**src/logic/usc_pkg.sv**
```systemverilog
/*
 * constants, field positions, states and carriers of the serial port
 * status and control block.
 * assumes a 100 MHz hclk and a 32-bit AHB-Lite register bus.
 */
package usc_pkg;
    localparam int CLK_HZ     = 100_000_000;
    localparam int BAUD_HZ    = 115_200;
    localparam int BIT_CYCLES = CLK_HZ / BAUD_HZ;
    localparam int IR_NUM     = 3;
    localparam int IR_DEN     = 16;
    localparam int TX_DEPTH   = 4;
    localparam int DATA_BITS  = 8;
    localparam int BREAK_BITS = 12;

    localparam logic [7:0] OFS_STA   = 8'h00;
    localparam logic [7:0] OFS_MODE  = 8'h04;
    localparam logic [7:0] OFS_DATA  = 8'h08;
    localparam logic [7:0] OFS_ISTAT = 8'h0c;
    localparam logic [7:0] OFS_ICLR  = 8'h10;
    localparam logic [7:0] OFS_IEN   = 8'h14;
    localparam logic [2:0] HSIZE_WORD = 3'h2;

    localparam int B_ADM    = 24;
    localparam int B_ADDR   = 16;
    localparam int B_TXSEL  = 14;
    localparam int B_INV    = 13;
    localparam int B_RXEN   = 12;
    localparam int B_BRK    = 11;
    localparam int B_TXEN   = 10;
    localparam int B_TXBF   = 9;
    localparam int B_TX_SHIFT_EMPTY   = 8;
    localparam int B_RECEIVER_IDLE_FLAG  = 4;
    localparam int B_FERR   = 2;
    localparam int B_RXDA   = 0;
    localparam int B_ON     = 15;
    localparam int B_INFRARED_ENCODE_ENABLE   = 12;

    localparam logic [1:0] TXSEL_ROOM  = 2'h0;
    localparam logic [1:0] TXSEL_DONE  = 2'h1;
    localparam logic [1:0] TXSEL_EMPTY = 2'h2;

    localparam int I_TX   = 0;
    localparam int I_RX   = 1;
    localparam int I_ADDR = 2;
    localparam int I_BRK  = 3;
    localparam int IRQ_W  = 4;

    typedef enum logic [1:0] {USC_IDLE, USC_START, USC_BITS, USC_STOP} usc_line_e;

    typedef struct packed {
        logic       adm;
        logic [7:0] addr;
        logic [1:0] txsel;
        logic       inv;
        logic       rxen;
        logic       brk;
        logic       txen;
    } usc_ctl_s;

    typedef struct packed {
        logic on;
        logic infrared_encode_enable;
    } usc_mode_s;

    typedef struct packed {
        logic       valid;
        logic [7:0] data;
        logic       ferr;
    } usc_rxchar_s;
endpackage

```
**src/logic/usc_sync.sv**
```systemverilog
/*
 * three-flop synchroniser for one pin level; the output moves only
 * once the second and third stages agree.
 * assumes the pin is asynchronous to hclk.
 */
`timescale 1ns/1ps
module usc_sync #(
    parameter logic RST_VAL = 1'b1
) (
    input  wire logic hclk,
    input  wire logic hresetn,
    input  wire logic pin,
    output logic      level
);
    typedef struct packed {
        logic s1;
        logic s2;
        logic s3;
        logic o;
    } usc_sync_s;

    usc_sync_s s, next_s;

    always_comb begin
        next_s    = s;
        next_s.s1 = pin;
        next_s.s2 = s.s1;
        next_s.s3 = s.s2;
        if (s.s2 == s.s3) begin
            next_s.o = s.s3;
        end
    end

    always_ff @(posedge hclk or negedge hresetn) begin
        if (!hresetn) begin
            s <= {RST_VAL, RST_VAL, RST_VAL, RST_VAL};
        end else begin
            s <= next_s;
        end
    end

    assign level = s.o;
endmodule // usc_sync

```
**src/logic/usc_rx.sv**
```systemverilog
/*
 * receive deserialiser: start, eight data bits lsb first, stop.
 * assumes rx_lvl is already synchronised to hclk.
 */
`timescale 1ns/1ps
module usc_rx #(
    parameter int BIT_CYCLES = usc_pkg::BIT_CYCLES
) (
    input  wire logic           hclk,
    input  wire logic           hresetn,
    input  wire logic           enable,
    input  wire logic           rx_lvl,
    output usc_pkg::usc_rxchar_s rx_char,
    output logic                idle
);
    localparam int CYW = $clog2(BIT_CYCLES);
    localparam logic [CYW-1:0] CYC_LAST = CYW'(BIT_CYCLES - 1);
    localparam logic [CYW-1:0] CYC_HALF = CYW'(BIT_CYCLES / 2);
    localparam logic [2:0]     BIT_LAST = 3'(usc_pkg::DATA_BITS - 1);

    typedef struct packed {
        usc_pkg::usc_line_e   st;
        logic [CYW-1:0]       cyc;
        logic [2:0]           bitn;
        logic [7:0]           sh;
        usc_pkg::usc_rxchar_s chr;
    } usc_rxst_s;

    usc_rxst_s s, next_s;

    always_comb begin
        next_s           = s;
        next_s.chr.valid = 1'b0;
        next_s.cyc       = s.cyc + 1'b1;
        if (!enable) begin
            next_s.st = usc_pkg::USC_IDLE;
        end else begin
            case (s.st)
                usc_pkg::USC_IDLE: begin
                    next_s.cyc = '0;
                    if (!rx_lvl) begin
                        next_s.st = usc_pkg::USC_START;
                    end
                end
                usc_pkg::USC_START: begin
                    // half a bit in, a high line means a glitch
                    if (s.cyc == CYC_HALF) begin
                        next_s.cyc  = '0;
                        next_s.bitn = '0;
                        next_s.st   = rx_lvl ? usc_pkg::USC_IDLE : usc_pkg::USC_BITS;
                    end
                end
                usc_pkg::USC_BITS: begin
                    if (s.cyc == CYC_LAST) begin
                        next_s.cyc  = '0;
                        next_s.sh   = {rx_lvl, s.sh[7:1]};
                        next_s.bitn = s.bitn + 1'b1;
                        if (s.bitn == BIT_LAST) begin
                            next_s.st = usc_pkg::USC_STOP;
                        end
                    end
                end
                default: begin
                    if (s.cyc == CYC_LAST) begin
                        next_s.chr = '{valid: 1'b1, data: s.sh, ferr: !rx_lvl};
                        next_s.st  = usc_pkg::USC_IDLE;
                    end
                end
            endcase
        end
    end

    always_ff @(posedge hclk or negedge hresetn) begin
        if (!hresetn) begin
            s <= '0;
        end else begin
            s <= next_s;
        end
    end

    assign rx_char = s.chr;
    assign idle    = (s.st == usc_pkg::USC_IDLE);
endmodule // usc_rx

```
**src/logic/usc_uart_status_control.sv**
```systemverilog
/*
 * serial port status and control: register slave, transmit buffer and
 * shifter with break and infrared output, receive address matching and
 * the interrupt status, clear and enable registers.
 * assumes one AHB-Lite master and that hready is this slave's hreadyout.
 */
`timescale 1ns/1ps
module usc_uart_status_control #(
    parameter int BIT_CYCLES = usc_pkg::BIT_CYCLES,
    parameter int TX_DEPTH   = usc_pkg::TX_DEPTH
) (
    input  wire logic        hclk,
    input  wire logic        hresetn,
    input  wire logic        hsel,
    input  wire logic [31:0] haddr,
    input  wire logic [1:0]  htrans,
    input  wire logic        hwrite,
    input  wire logic [2:0]  hsize,
    input  wire logic [31:0] hwdata,
    input  wire logic        hready,
    output logic      [31:0] hrdata,
    output logic             hreadyout,
    output logic             hresp,
    output logic             irq,
    output logic             serial_out_pin,
    output logic             serial_out_oe_n,
    input  wire logic        serial_in_pin
);
    localparam int CYW = $clog2(BIT_CYCLES);
    localparam int PW  = $clog2(TX_DEPTH);
    localparam int CW  = $clog2(TX_DEPTH + 1);
    localparam logic [CYW-1:0] CYC_LAST = CYW'(BIT_CYCLES - 1);
    localparam logic [CYW-1:0] IR_CYC   =
        CYW'(BIT_CYCLES * usc_pkg::IR_NUM / usc_pkg::IR_DEN);
    localparam logic [CW-1:0]  CNT_FULL  = CW'(TX_DEPTH);
    localparam logic [PW-1:0]  PTR_LAST  = PW'(TX_DEPTH - 1);
    localparam logic [3:0]     DATA_LAST = 4'(usc_pkg::DATA_BITS - 1);
    localparam logic [3:0]     BRK_LAST  = 4'(usc_pkg::BREAK_BITS - 1);

    if (TX_DEPTH < 2 || BIT_CYCLES < usc_pkg::IR_DEN) begin : g_check
        $error("usc_uart_status_control: TX_DEPTH or BIT_CYCLES too small");
    end

    typedef struct packed {
        usc_pkg::usc_ctl_s          ctl;
        usc_pkg::usc_mode_s         mode;
        logic [TX_DEPTH-1:0][7:0]   q;
        logic [PW-1:0]              rd;
        logic [PW-1:0]              wr;
        logic [CW-1:0]              cnt;
        usc_pkg::usc_line_e         txs;
        logic [CYW-1:0]             cyc;
        logic [3:0]                 bitn;
        logic [11:0]                sh;
        logic                       is_brk;
        logic                       line;
        logic [7:0]                 rxd;
        logic                       rxda;
        logic                       ferr;
        logic                       matched;
        logic [usc_pkg::IRQ_W-1:0]  ist;
        logic [usc_pkg::IRQ_W-1:0]  ien;
        logic                       irq;
        logic                       out;
        logic                       oe_n;
        logic                       ap_rd;
        logic                       ap_wr;
        logic [7:0]                 ap_addr;
        logic [31:0]                rdata;
        logic                       ready;
        logic                       resp;
    } usc_state_s;

    usc_state_s           s, next_s;
    logic                 rx_lvl;
    logic                 rx_idle;
    usc_pkg::usc_rxchar_s rx_char;

    function automatic logic [PW-1:0] usc_inc(input logic [PW-1:0] p);
        return (p == PTR_LAST) ? '0 : p + 1'b1;
    endfunction

    usc_sync #(
        .RST_VAL (1'b1)
    ) u_sync (
        .hclk    (hclk),
        .hresetn (hresetn),
        .pin     (serial_in_pin),
        .level   (rx_lvl)
    );

    usc_rx #(
        .BIT_CYCLES (BIT_CYCLES)
    ) u_rx (
        .hclk    (hclk),
        .hresetn (hresetn),
        .enable  (s.ctl.rxen && s.mode.on),
        .rx_lvl  (rx_lvl),
        .rx_char (rx_char),
        .idle    (rx_idle)
    );

    logic                      tx_empty;
    logic                      tx_full;
    logic                      tx_shift_empty;
    logic                      tx_active;
    logic                      bit_end;
    logic                      ir_pulse;
    logic                      push;
    logic                      pop;
    logic                      tx_cond;
    logic [usc_pkg::IRQ_W-1:0] ev;
    logic [31:0]               sta_word;
    logic [31:0]               rd_word;

    always_comb begin
        tx_empty  = (s.cnt == '0);
        tx_full   = (s.cnt == CNT_FULL);
        tx_shift_empty      = tx_empty && (s.txs == usc_pkg::USC_IDLE);
        tx_active = s.ctl.txen && s.mode.on;
        bit_end   = (s.cyc == CYC_LAST);
        ir_pulse  = (s.txs != usc_pkg::USC_IDLE) && !s.line && (s.cyc < IR_CYC);
        // unimplemented upper bits stay zero from the default
        sta_word                          = '0;
        sta_word[usc_pkg::B_ADM]          = s.ctl.adm;
        sta_word[usc_pkg::B_ADDR +: 8]    = s.ctl.addr;
        sta_word[usc_pkg::B_TXSEL +: 2]   = s.ctl.txsel;
        sta_word[usc_pkg::B_INV]          = s.ctl.inv;
        sta_word[usc_pkg::B_RXEN]         = s.ctl.rxen;
        sta_word[usc_pkg::B_BRK]          = s.ctl.brk;
        sta_word[usc_pkg::B_TXEN]         = s.ctl.txen;
        sta_word[usc_pkg::B_TXBF]         = tx_full;
        sta_word[usc_pkg::B_TX_SHIFT_EMPTY]         = tx_shift_empty;
        sta_word[usc_pkg::B_RECEIVER_IDLE_FLAG]        = rx_idle;
        sta_word[usc_pkg::B_FERR]         = s.ferr;
        sta_word[usc_pkg::B_RXDA]         = s.rxda;
        rd_word = '0;
        if (s.ap_addr == usc_pkg::OFS_STA) begin
            rd_word = sta_word;
        end else if (s.ap_addr == usc_pkg::OFS_MODE) begin
            rd_word[usc_pkg::B_ON]   = s.mode.on;
            rd_word[usc_pkg::B_INFRARED_ENCODE_ENABLE] = s.mode.infrared_encode_enable;
        end else if (s.ap_addr == usc_pkg::OFS_DATA) begin
            rd_word[7:0] = s.rxd;
        end else if (s.ap_addr == usc_pkg::OFS_ISTAT) begin
            rd_word[usc_pkg::IRQ_W-1:0] = s.ist;
        end else if (s.ap_addr == usc_pkg::OFS_IEN) begin
            rd_word[usc_pkg::IRQ_W-1:0] = s.ien;
        end
        case (s.ctl.txsel)
            usc_pkg::TXSEL_EMPTY: tx_cond = tx_empty;
            usc_pkg::TXSEL_DONE:  tx_cond = tx_shift_empty;
            usc_pkg::TXSEL_ROOM:  tx_cond = !tx_full;
            default:              tx_cond = 1'b0;
        endcase

        next_s = s;
        push   = 1'b0;
        pop    = 1'b0;
        ev     = '0;
        ev[usc_pkg::I_TX] = tx_cond;

        // transmit shifter
        next_s.cyc = s.cyc + 1'b1;
        case (s.txs)
            usc_pkg::USC_IDLE: begin
                next_s.cyc  = '0;
                next_s.line = 1'b1;
                if (tx_active && s.ctl.brk) begin
                    next_s.is_brk = 1'b1;
                    next_s.sh     = '0;
                    next_s.txs    = usc_pkg::USC_START;
                    next_s.line   = 1'b0;
                end else if (tx_active && !tx_empty) begin
                    pop           = 1'b1;
                    next_s.is_brk = 1'b0;
                    next_s.sh     = {4'h0, s.q[s.rd]};
                    next_s.txs    = usc_pkg::USC_START;
                    next_s.line   = 1'b0;
                end
            end
            usc_pkg::USC_START: begin
                if (bit_end) begin
                    next_s.cyc  = '0;
                    next_s.bitn = '0;
                    next_s.line = s.sh[0];
                    next_s.txs  = usc_pkg::USC_BITS;
                end
            end
            usc_pkg::USC_BITS: begin
                if (bit_end) begin
                    next_s.cyc = '0;
                    if (s.bitn == (s.is_brk ? BRK_LAST : DATA_LAST)) begin
                        next_s.line = 1'b1;
                        next_s.txs  = usc_pkg::USC_STOP;
                    end else begin
                        next_s.bitn = s.bitn + 1'b1;
                        next_s.sh   = {1'b0, s.sh[11:1]};
                        next_s.line = s.sh[1];
                    end
                end
            end
            default: begin
                if (bit_end) begin
                    next_s.txs = usc_pkg::USC_IDLE;
                    if (s.is_brk) begin
                        next_s.ctl.brk    = 1'b0;
                        ev[usc_pkg::I_BRK] = 1'b1;
                    end
                end
            end
        endcase

        // receive side, address filter first
        if (!s.ctl.adm) begin
            next_s.matched = 1'b0;
        end
        if (rx_char.valid) begin
            if (!s.ctl.adm || s.matched) begin
                next_s.rxd  = rx_char.data;
                next_s.ferr = rx_char.ferr;
                ev[usc_pkg::I_RX] = 1'b1;
            end else if (rx_char.data == s.ctl.addr) begin
                next_s.rxd     = rx_char.data;
                next_s.ferr    = rx_char.ferr;
                next_s.matched = 1'b1;
                ev[usc_pkg::I_RX]   = 1'b1;
                ev[usc_pkg::I_ADDR] = 1'b1;
            end
        end

        // bus data phase; writes land after the shifter so they win
        next_s.ready = 1'b1;
        next_s.ap_rd = 1'b0;
        next_s.ap_wr = 1'b0;
        if (s.ap_rd) begin
            next_s.rdata = rd_word;
            if (s.ap_addr == usc_pkg::OFS_DATA) begin
                next_s.rxda = 1'b0;
            end
        end
        if (s.ap_wr) begin
            if (s.ap_addr == usc_pkg::OFS_STA) begin
                next_s.ctl.adm   = hwdata[usc_pkg::B_ADM];
                next_s.ctl.addr  = hwdata[usc_pkg::B_ADDR +: 8];
                next_s.ctl.txsel = hwdata[usc_pkg::B_TXSEL +: 2];
                next_s.ctl.inv   = hwdata[usc_pkg::B_INV];
                next_s.ctl.rxen  = hwdata[usc_pkg::B_RXEN];
                next_s.ctl.brk   = hwdata[usc_pkg::B_BRK];
                next_s.ctl.txen  = hwdata[usc_pkg::B_TXEN];
            end else if (s.ap_addr == usc_pkg::OFS_MODE) begin
                next_s.mode.on   = hwdata[usc_pkg::B_ON];
                next_s.mode.infrared_encode_enable = hwdata[usc_pkg::B_INFRARED_ENCODE_ENABLE];
            end else if (s.ap_addr == usc_pkg::OFS_DATA) begin
                // a write to a full buffer is dropped
                push = tx_active && !tx_full;
            end else if (s.ap_addr == usc_pkg::OFS_ICLR) begin
                next_s.ist = s.ist & ~hwdata[usc_pkg::IRQ_W-1:0];
            end else if (s.ap_addr == usc_pkg::OFS_IEN) begin
                next_s.ien = hwdata[usc_pkg::IRQ_W-1:0];
            end
        end
        if (rx_char.valid && (ev[usc_pkg::I_RX])) begin
            next_s.rxda = 1'b1;
        end
        if (hsel && hready && htrans[1]) begin
            next_s.ap_addr = haddr[7:0];
            next_s.ap_rd   = !hwrite;
            next_s.ap_wr   = hwrite && (hsize == usc_pkg::HSIZE_WORD);
            // one wait state because read data is registered into rdata in the data phase
            next_s.ready   = hwrite;
        end

        // buffer bookkeeping
        if (push) begin
            next_s.q[s.wr] = hwdata[7:0];
            next_s.wr      = usc_inc(s.wr);
        end
        if (pop) begin
            next_s.rd = usc_inc(s.rd);
        end
        next_s.cnt = s.cnt + CW'(push) - CW'(pop);
        if (!s.ctl.txen) begin
            next_s.txs  = usc_pkg::USC_IDLE;
            next_s.line = 1'b1;
            next_s.cnt  = '0;
            next_s.rd   = '0;
            next_s.wr   = '0;
        end

        // set wins over a clear in the same cycle
        next_s.ist  = next_s.ist | ev;
        next_s.irq  = |(next_s.ist & next_s.ien);
        next_s.out  = s.mode.infrared_encode_enable ? (s.ctl.inv ^ ir_pulse)
                                  : (s.line ^ s.ctl.inv);
        next_s.oe_n = !tx_active;
    end

    always_ff @(posedge hclk or negedge hresetn) begin
        if (!hresetn) begin
            s       <= '0;
            s.line  <= 1'b1;
            s.out   <= 1'b1;
            s.oe_n  <= 1'b1;
            s.ready <= 1'b1;
        end else begin
            s <= next_s;
        end
    end

    assign hrdata          = s.rdata;
    assign hreadyout       = s.ready;
    assign hresp           = s.resp;
    assign irq             = s.irq;
    assign serial_out_pin  = s.out;
    assign serial_out_oe_n = s.oe_n;
endmodule // usc_uart_status_control

```
**config.mk**
```make
export PLATFORM = sky130hd
export DESIGN_NAME = usc_uart_status_control
export DESIGN_NICKNAME = d
export VERILOG_FILES = /design/src/logic/usc_pkg.sv /design/src/logic/usc_sync.sv /design/src/logic/usc_rx.sv /design/src/logic/usc_uart_status_control.sv
export SDC_FILE = /design/constraint.sdc
export NUM_CORES = 1
export LEC_CHECK = 0
export BUFFER_PORTS_ARGS = -buffer_cell sky130_fd_sc_hd__buf_2
export CAP_MARGIN = 30
export CORE_UTILIZATION = 61
export CTS_CLUSTER_DIAMETER = 200
export CTS_CLUSTER_SIZE = 40
export DETAILED_ROUTE_END_ITERATION = 10
export HOLD_SLACK_MARGIN = 0.08
export MAX_ROUTING_LAYER = met4
export PLACE_DENSITY = 0.84
export RECOVER_POWER = 25
export SLEW_MARGIN = 20
export SYNTH_ARGS = -nofsm -noshare
export SYNTH_HDL_FRONTEND = slang
export SYNTH_SLANG_ARGS = --single-unit
export TNS_END_PERCENT = 100
```
**constraint.sdc**
```tcl
create_clock -name hclk -period 8.34 [get_ports hclk]
set_input_delay 0.417 -clock hclk [delete_from_list [all_inputs] [get_ports hclk]]
set_output_delay 0.417 -clock hclk [all_outputs]
set_load 0.005 [all_outputs]
```
-- Word level (Yosys, flattened, before mapping)
Index checks and enable logic that the tools add are counted.
- flip-flop bits (word level): 188
- latch bits: 0
- bits in writable memories: 0
- ROM bits: 0
- input bits: 75
- output and inout bits: 37
- word-level logic and storage cells: 256
- memories kept: 0
- add/sub/neg operators: 8
- multipliers: 0
- divide/modulo/power cells: 0
- magnitude comparators: 4
- equality and inequality tests: 41
- shift operators: 0
- mux-type cells: 98
- bitwise logic cells: 8
- reductions and logical operators: 50
- operators by type and width (operator ; number):
    $mux W8 ; 11
    $pmux W10 S3 ; 2
    $mux W2 ; 20
    $mux W4 ; 10
    $bwmux W32 ; 1
    $mux W1 ; 32
    $mux W16 ; 2
    $mux W31 ; 1
    $mux W10 ; 3
    $mux W14 ; 2
    $mux W28 ; 1
    $pmux W12 S2 ; 1
    $mux W23 ; 1
    $ne A3 B3 Y1 const B ; 7
    $add A10 B1 Y10 const B ; 2
    $eq A10 B10 Y1 const B ; 2
    $mux W9 ; 2
    $bmux W8 S2 ; 1
    $demux W8 S2 ; 1
    $eq A8 B4 Y1 const B ; 2
    $eq A8 B5 Y1 const B ; 2
    $reduce_bool A2 Y1 ; 8
    $mux W15 ; 1
    $logic_and A1 B1 Y1 ; 13
    43 further kinds ; 81

-- Depth between registers and ports, before layout
- depth after elaboration: 10
- mapped depth: 11
- depth with buffers taken out: 10

-- Hierarchy
A second synthesis with hierarchy kept.
- cells, all modules: 695
- area, all modules: 8540.7 sq um
- modules (own cells, without submodules) (module ; instances ; cells an instance ; area each (sq um) ; sequential area each (sq um)):
    usc_uart_status_control ; 1 ; 552 ; 6782.8 ; 3583.4
    usc_rx ; 1 ; 138 ; 1641.6 ; 825.8
    usc_sync ; 1 ; 5 ; 116.4 ; 105.1

-- Worst setup path after synthesis
OpenSTA, ideal clock, no wires.
- kind: register -> register
- start point: register s[39] (netlist bit)
- end point: register s[98] (netlist bit)
- setup time: 0.124 ns
- arrival: 2.557 ns
- data required time: 8.216 ns
- slack: 5.660 ns
- cell stages (with the launch flop): 11
- buffers on the path: 0
- clock period less this slack: 2.680 ns
- cell sequence: dfrtp_1 nor4_4 nand3_2 a2111oi_4 inv_1 ha_1 inv_1 ha_1 fa_1 xnor2_1 nor2_1
- RTL lines (element ; RTL line ; source):
    start, declared ; usc_uart_status_control.sv:74 ; usc_state_s s, next_s;
    start signal, assigned ; usc_uart_status_control.sv:307 ; s <= next_s;

==> metrics.cfg <==
[outcome]
status = finished, violations left
violations = capacitance limit, slew limit

[yosys]
post_synth_edffs = 0
postSynth.asyncResetShare_pct = 100.0
post_synth_num_cell_types = 69
postSynthRegisterBits = 180
netlist_instances = 719
synth.yosys.warnings = 0
mappedNetlistArea_um2 = 8456
synth_top_flop_cell = sky130_fd_sc_hd__dfrtp_1
syn_avg_cell_area_um2 = 11.76
synth-seq-area-share_pct = 53.39

[placement]
post-dp-hpwl_um = 11700
gp_congestion = 0.8625
port_buffers = 69
placed_cells_incl_taps = 930

[clock_network]
clock_tree_from_tritoncts = done
cts-buffers-inserted = 17
post_cts_buffers = 0
number_of_clock_sinks = 180
clock_latency_ps = 440
cts-htree-levels = 4
clkTransAtPathRegs_ps = 60
clockBufferDepth = 2
cts-resized-gates = 0
cts_root_buffer = sky130_fd_sc_hd__clkbuf_16

[sta]
setup_tns_ps = 0
hold_viol_final = 0
worst-slew-pin-transition_ps = 1858
timing.final.crit_share_pct = 41.94
max_slew_violation_count = 33
slew_headroom_pct = -23.86
setup_repair_after_global_routing_missed_its_margin = false
finalClockSkew_ps = 10.22
setup_viol_count_final = 0
fin_crit_ps = 3498
fmax_achieved_mhz = 285.9

[drt]
drt-total-wl_um = 17050
routed_wire_length_per_instance_um = 17.65
remaining_number_of_nets_flagged_by_the_antenna_check_after_routing = 0
dr_total_vias = 5601
first_iteration_detailed_routing_drc_count = 391
drcViolationCount = 0
detail_route.vias_per_cell = 5.798
first_pass_iters = 5

[grt]
grt_pass1_vias = 5835
pin_count_of_the_biggest_net_entering_global_routing = 100
groute.usage.overall_pct = 27.09
wire_length_of_the_first_global_routing_pass_um = 29050
overflow = 0
initial_antenna_violation_count = 0

[final_layout]
layout_commonest_cell = sky130_fd_sc_hd__dfrtp_1
mostFrequentLayoutCells = sky130_fd_sc_hd__dfrtp_1 (172), sky130_fd_sc_hd__mux2_2 (88), sky130_fd_sc_hd__buf_2 (69)
core_occupancy_in_the_finished_layout_pct = 70.50
layout.filler_cells = 975
post_layout_nonfiller_instances = 966
post_route_cells_drive_above_1_share_pct = 28.23
fin_nets = 876
n_antenna_cell = 0
area.growth.synth_to_final_pct = 11.73

[critical_path]
critical-path-slowest-cell = sky130_fd_sc_hd__nor4_4
arrival_worst_endpoint_ps = 3800
start_kind = flop
crit_chain = nor4_4 -> nand3_2 -> a2111oi_4 -> inv_1 -> ha_1 -> inv_1 -> ha_1 -> fa_1 -> xnor2_1 -> nor2_1
timing.critical_path.slowest_cell_delay_ps = 700
worst-path-max-fanout = 14
cp.required_ps = 8640
critical_path_start_end_classification = reg2reg
timing.critical_path.to_type = flop

[die]
die-area_um2 = 14340
floorplan.die.height_um = 119.7
die-width_um = 119.7
initial_core_utilization_pct = 63.10
core_region_area_um2 = 13400
fp-row-count = 42
io_pins = 112

[power_and_ir_drop]
powerDensity_nw_per_um2 = 206.3
static-leakage-power_uw = 0.004355
ir_drop_uv = 140.2
p_sw_uw = 469.4
power.share.clock_pct = 41.3
power_frac_seq_pct = 49.4
pwr-share-comb_pct = 9.3
design_power_total_uw = 1949
p_int_uw = 1480
power.share.switching_pct = 24.09

[worst_hold_path]
hold_class = in2reg

[job]
number_of_max_cap_violations = 1

## critical path: cells and delay by family (launching register included)
family                     cells  cell delay [ps]
and+or+nand+nor                3             1100
adders and majority gates      3              880
AOI/OAI and AO/OA              1              600
DFF                            1              410
xor gates and xnor gates       1              180
buffers and inverters          2              170
## cell type report
class	instances	area, µm²	share of cell area [%]
multi-input cells	453	3498	37.03
flip-flops and latches	180	4514	47.78
repair buffers	79	445.4	4.715
clock buffers	23	467.9	4.953
well taps	176	220.2	2.331
inverters	46	172.7	1.828
clock inverters	9	128.9	1.364
## cell usage after synthesis, types with 8 or more instances
cell type	count	area (µm²)
sky130_fd_sc_hd__nand4_1	14	87.58
sky130_fd_sc_hd__a22oi_1	9	67.56
sky130_fd_sc_hd__nor2_1	43	161.4
sky130_fd_sc_hd__nand2_1	42	157.7
sky130_fd_sc_hd__mux2_2	88	991.0
sky130_fd_sc_hd__nand3_1	23	115.1
sky130_fd_sc_hd__nor2b_1	13	81.33
sky130_fd_sc_hd__buf_4	33	247.7
sky130_fd_sc_hd__inv_1	46	172.7
sky130_fd_sc_hd__dfrtp_1	172	4304
sky130_fd_sc_hd__dfstp_2	8	210.2
sky130_fd_sc_hd__a21oi_1	10	50.05
sky130_fd_sc_hd__clkbuf_1	9	33.78
sky130_fd_sc_hd__mux4_2	8	180.2
sky130_fd_sc_hd__ha_1	23	287.8
sky130_fd_sc_hd__xnor2_1	22	192.7
sky130_fd_sc_hd__o21ai_0	47	235.2
## cell families after synthesis
kind of cell / count (synthesis) / share of synthesized area (%)
fa+ha+maj: 25 / 3.759
mux: 102 / 14.58
xor+xnor: 27 / 2.797
buf+inv: 93 / 5.623
compound gates: 100 / 7.739
other cells: 1 / 0.04435
simple gates: 191 / 12.07
flops: 180 / 53.39
## timing repair
action,in CTS,in global routing
setup endpoints to repair,0,0
hold endpoints to repair,1,31
hold buffers,1,1
## state kept, by name, indices dropped and copies added (netlist names)
signal,flops
u_rx.rx_char,10
u_sync.level,1
u_rx.s,23
serial_out_pin,1
hrdata,25
hreadyout,1
s,114
u_sync.next_s,2
u_sync.s,1
serial_out_oe_n,1
irq,1
## per-layer routing
metal / up-vias / global-route usage, % / share of wire, %
met5: - / - / 0
met2: 125 / 44.08 / 52
li1: 2600 / - / -
met3: 31 / 5.561 / 3.9
met1: 2845 / 33.11 / 42
met4: 0 / 11.41 / 2.3
## path summary, 6_finish.rpt
path | cells past startpoint | slack, ps | startpoint | to
setup / recovery | 10 | 4840 | s[39] | s[98]
hold / removal | 2 | 210 | hwrite | hreadyout
setup reg to reg | 10 | 4840 | s[39] | s[98]
hold reg to reg | 0 | 360 | u_sync.next_s[2] | u_sync.next_s[1]
max in group asynchronous | 4 | 5490 | hresetn | s[89]
min in group asynchronous | 2 | 1030 | hresetn | s[87]
## stage by stage
step | area (µm²) | hold slack [ps] | setup slack (ps)
2_1_floorplan | 8482 | 121.4 | 5660
3_3_place_gp | 8795 | 346.0 | 5066
3_5_place_dp | 8800 | 356.9 | 4900
4_1_cts | 9407 | 109.5 | 4865
5_1_grt | 9448 | 208.7 | 4644
6_report | 9448 | 208.1 | 4842
## power by group through the flow
stage,clock [µW],combinational (µW),sequential (µW)
after CTS,822,181,963
after detailed placement,0,179,978
after global placement,0,172,974
after global routing,856,205,969
final,805,181,963
after floorplan,0,128,964
Power figures use the tool's default switching activity.
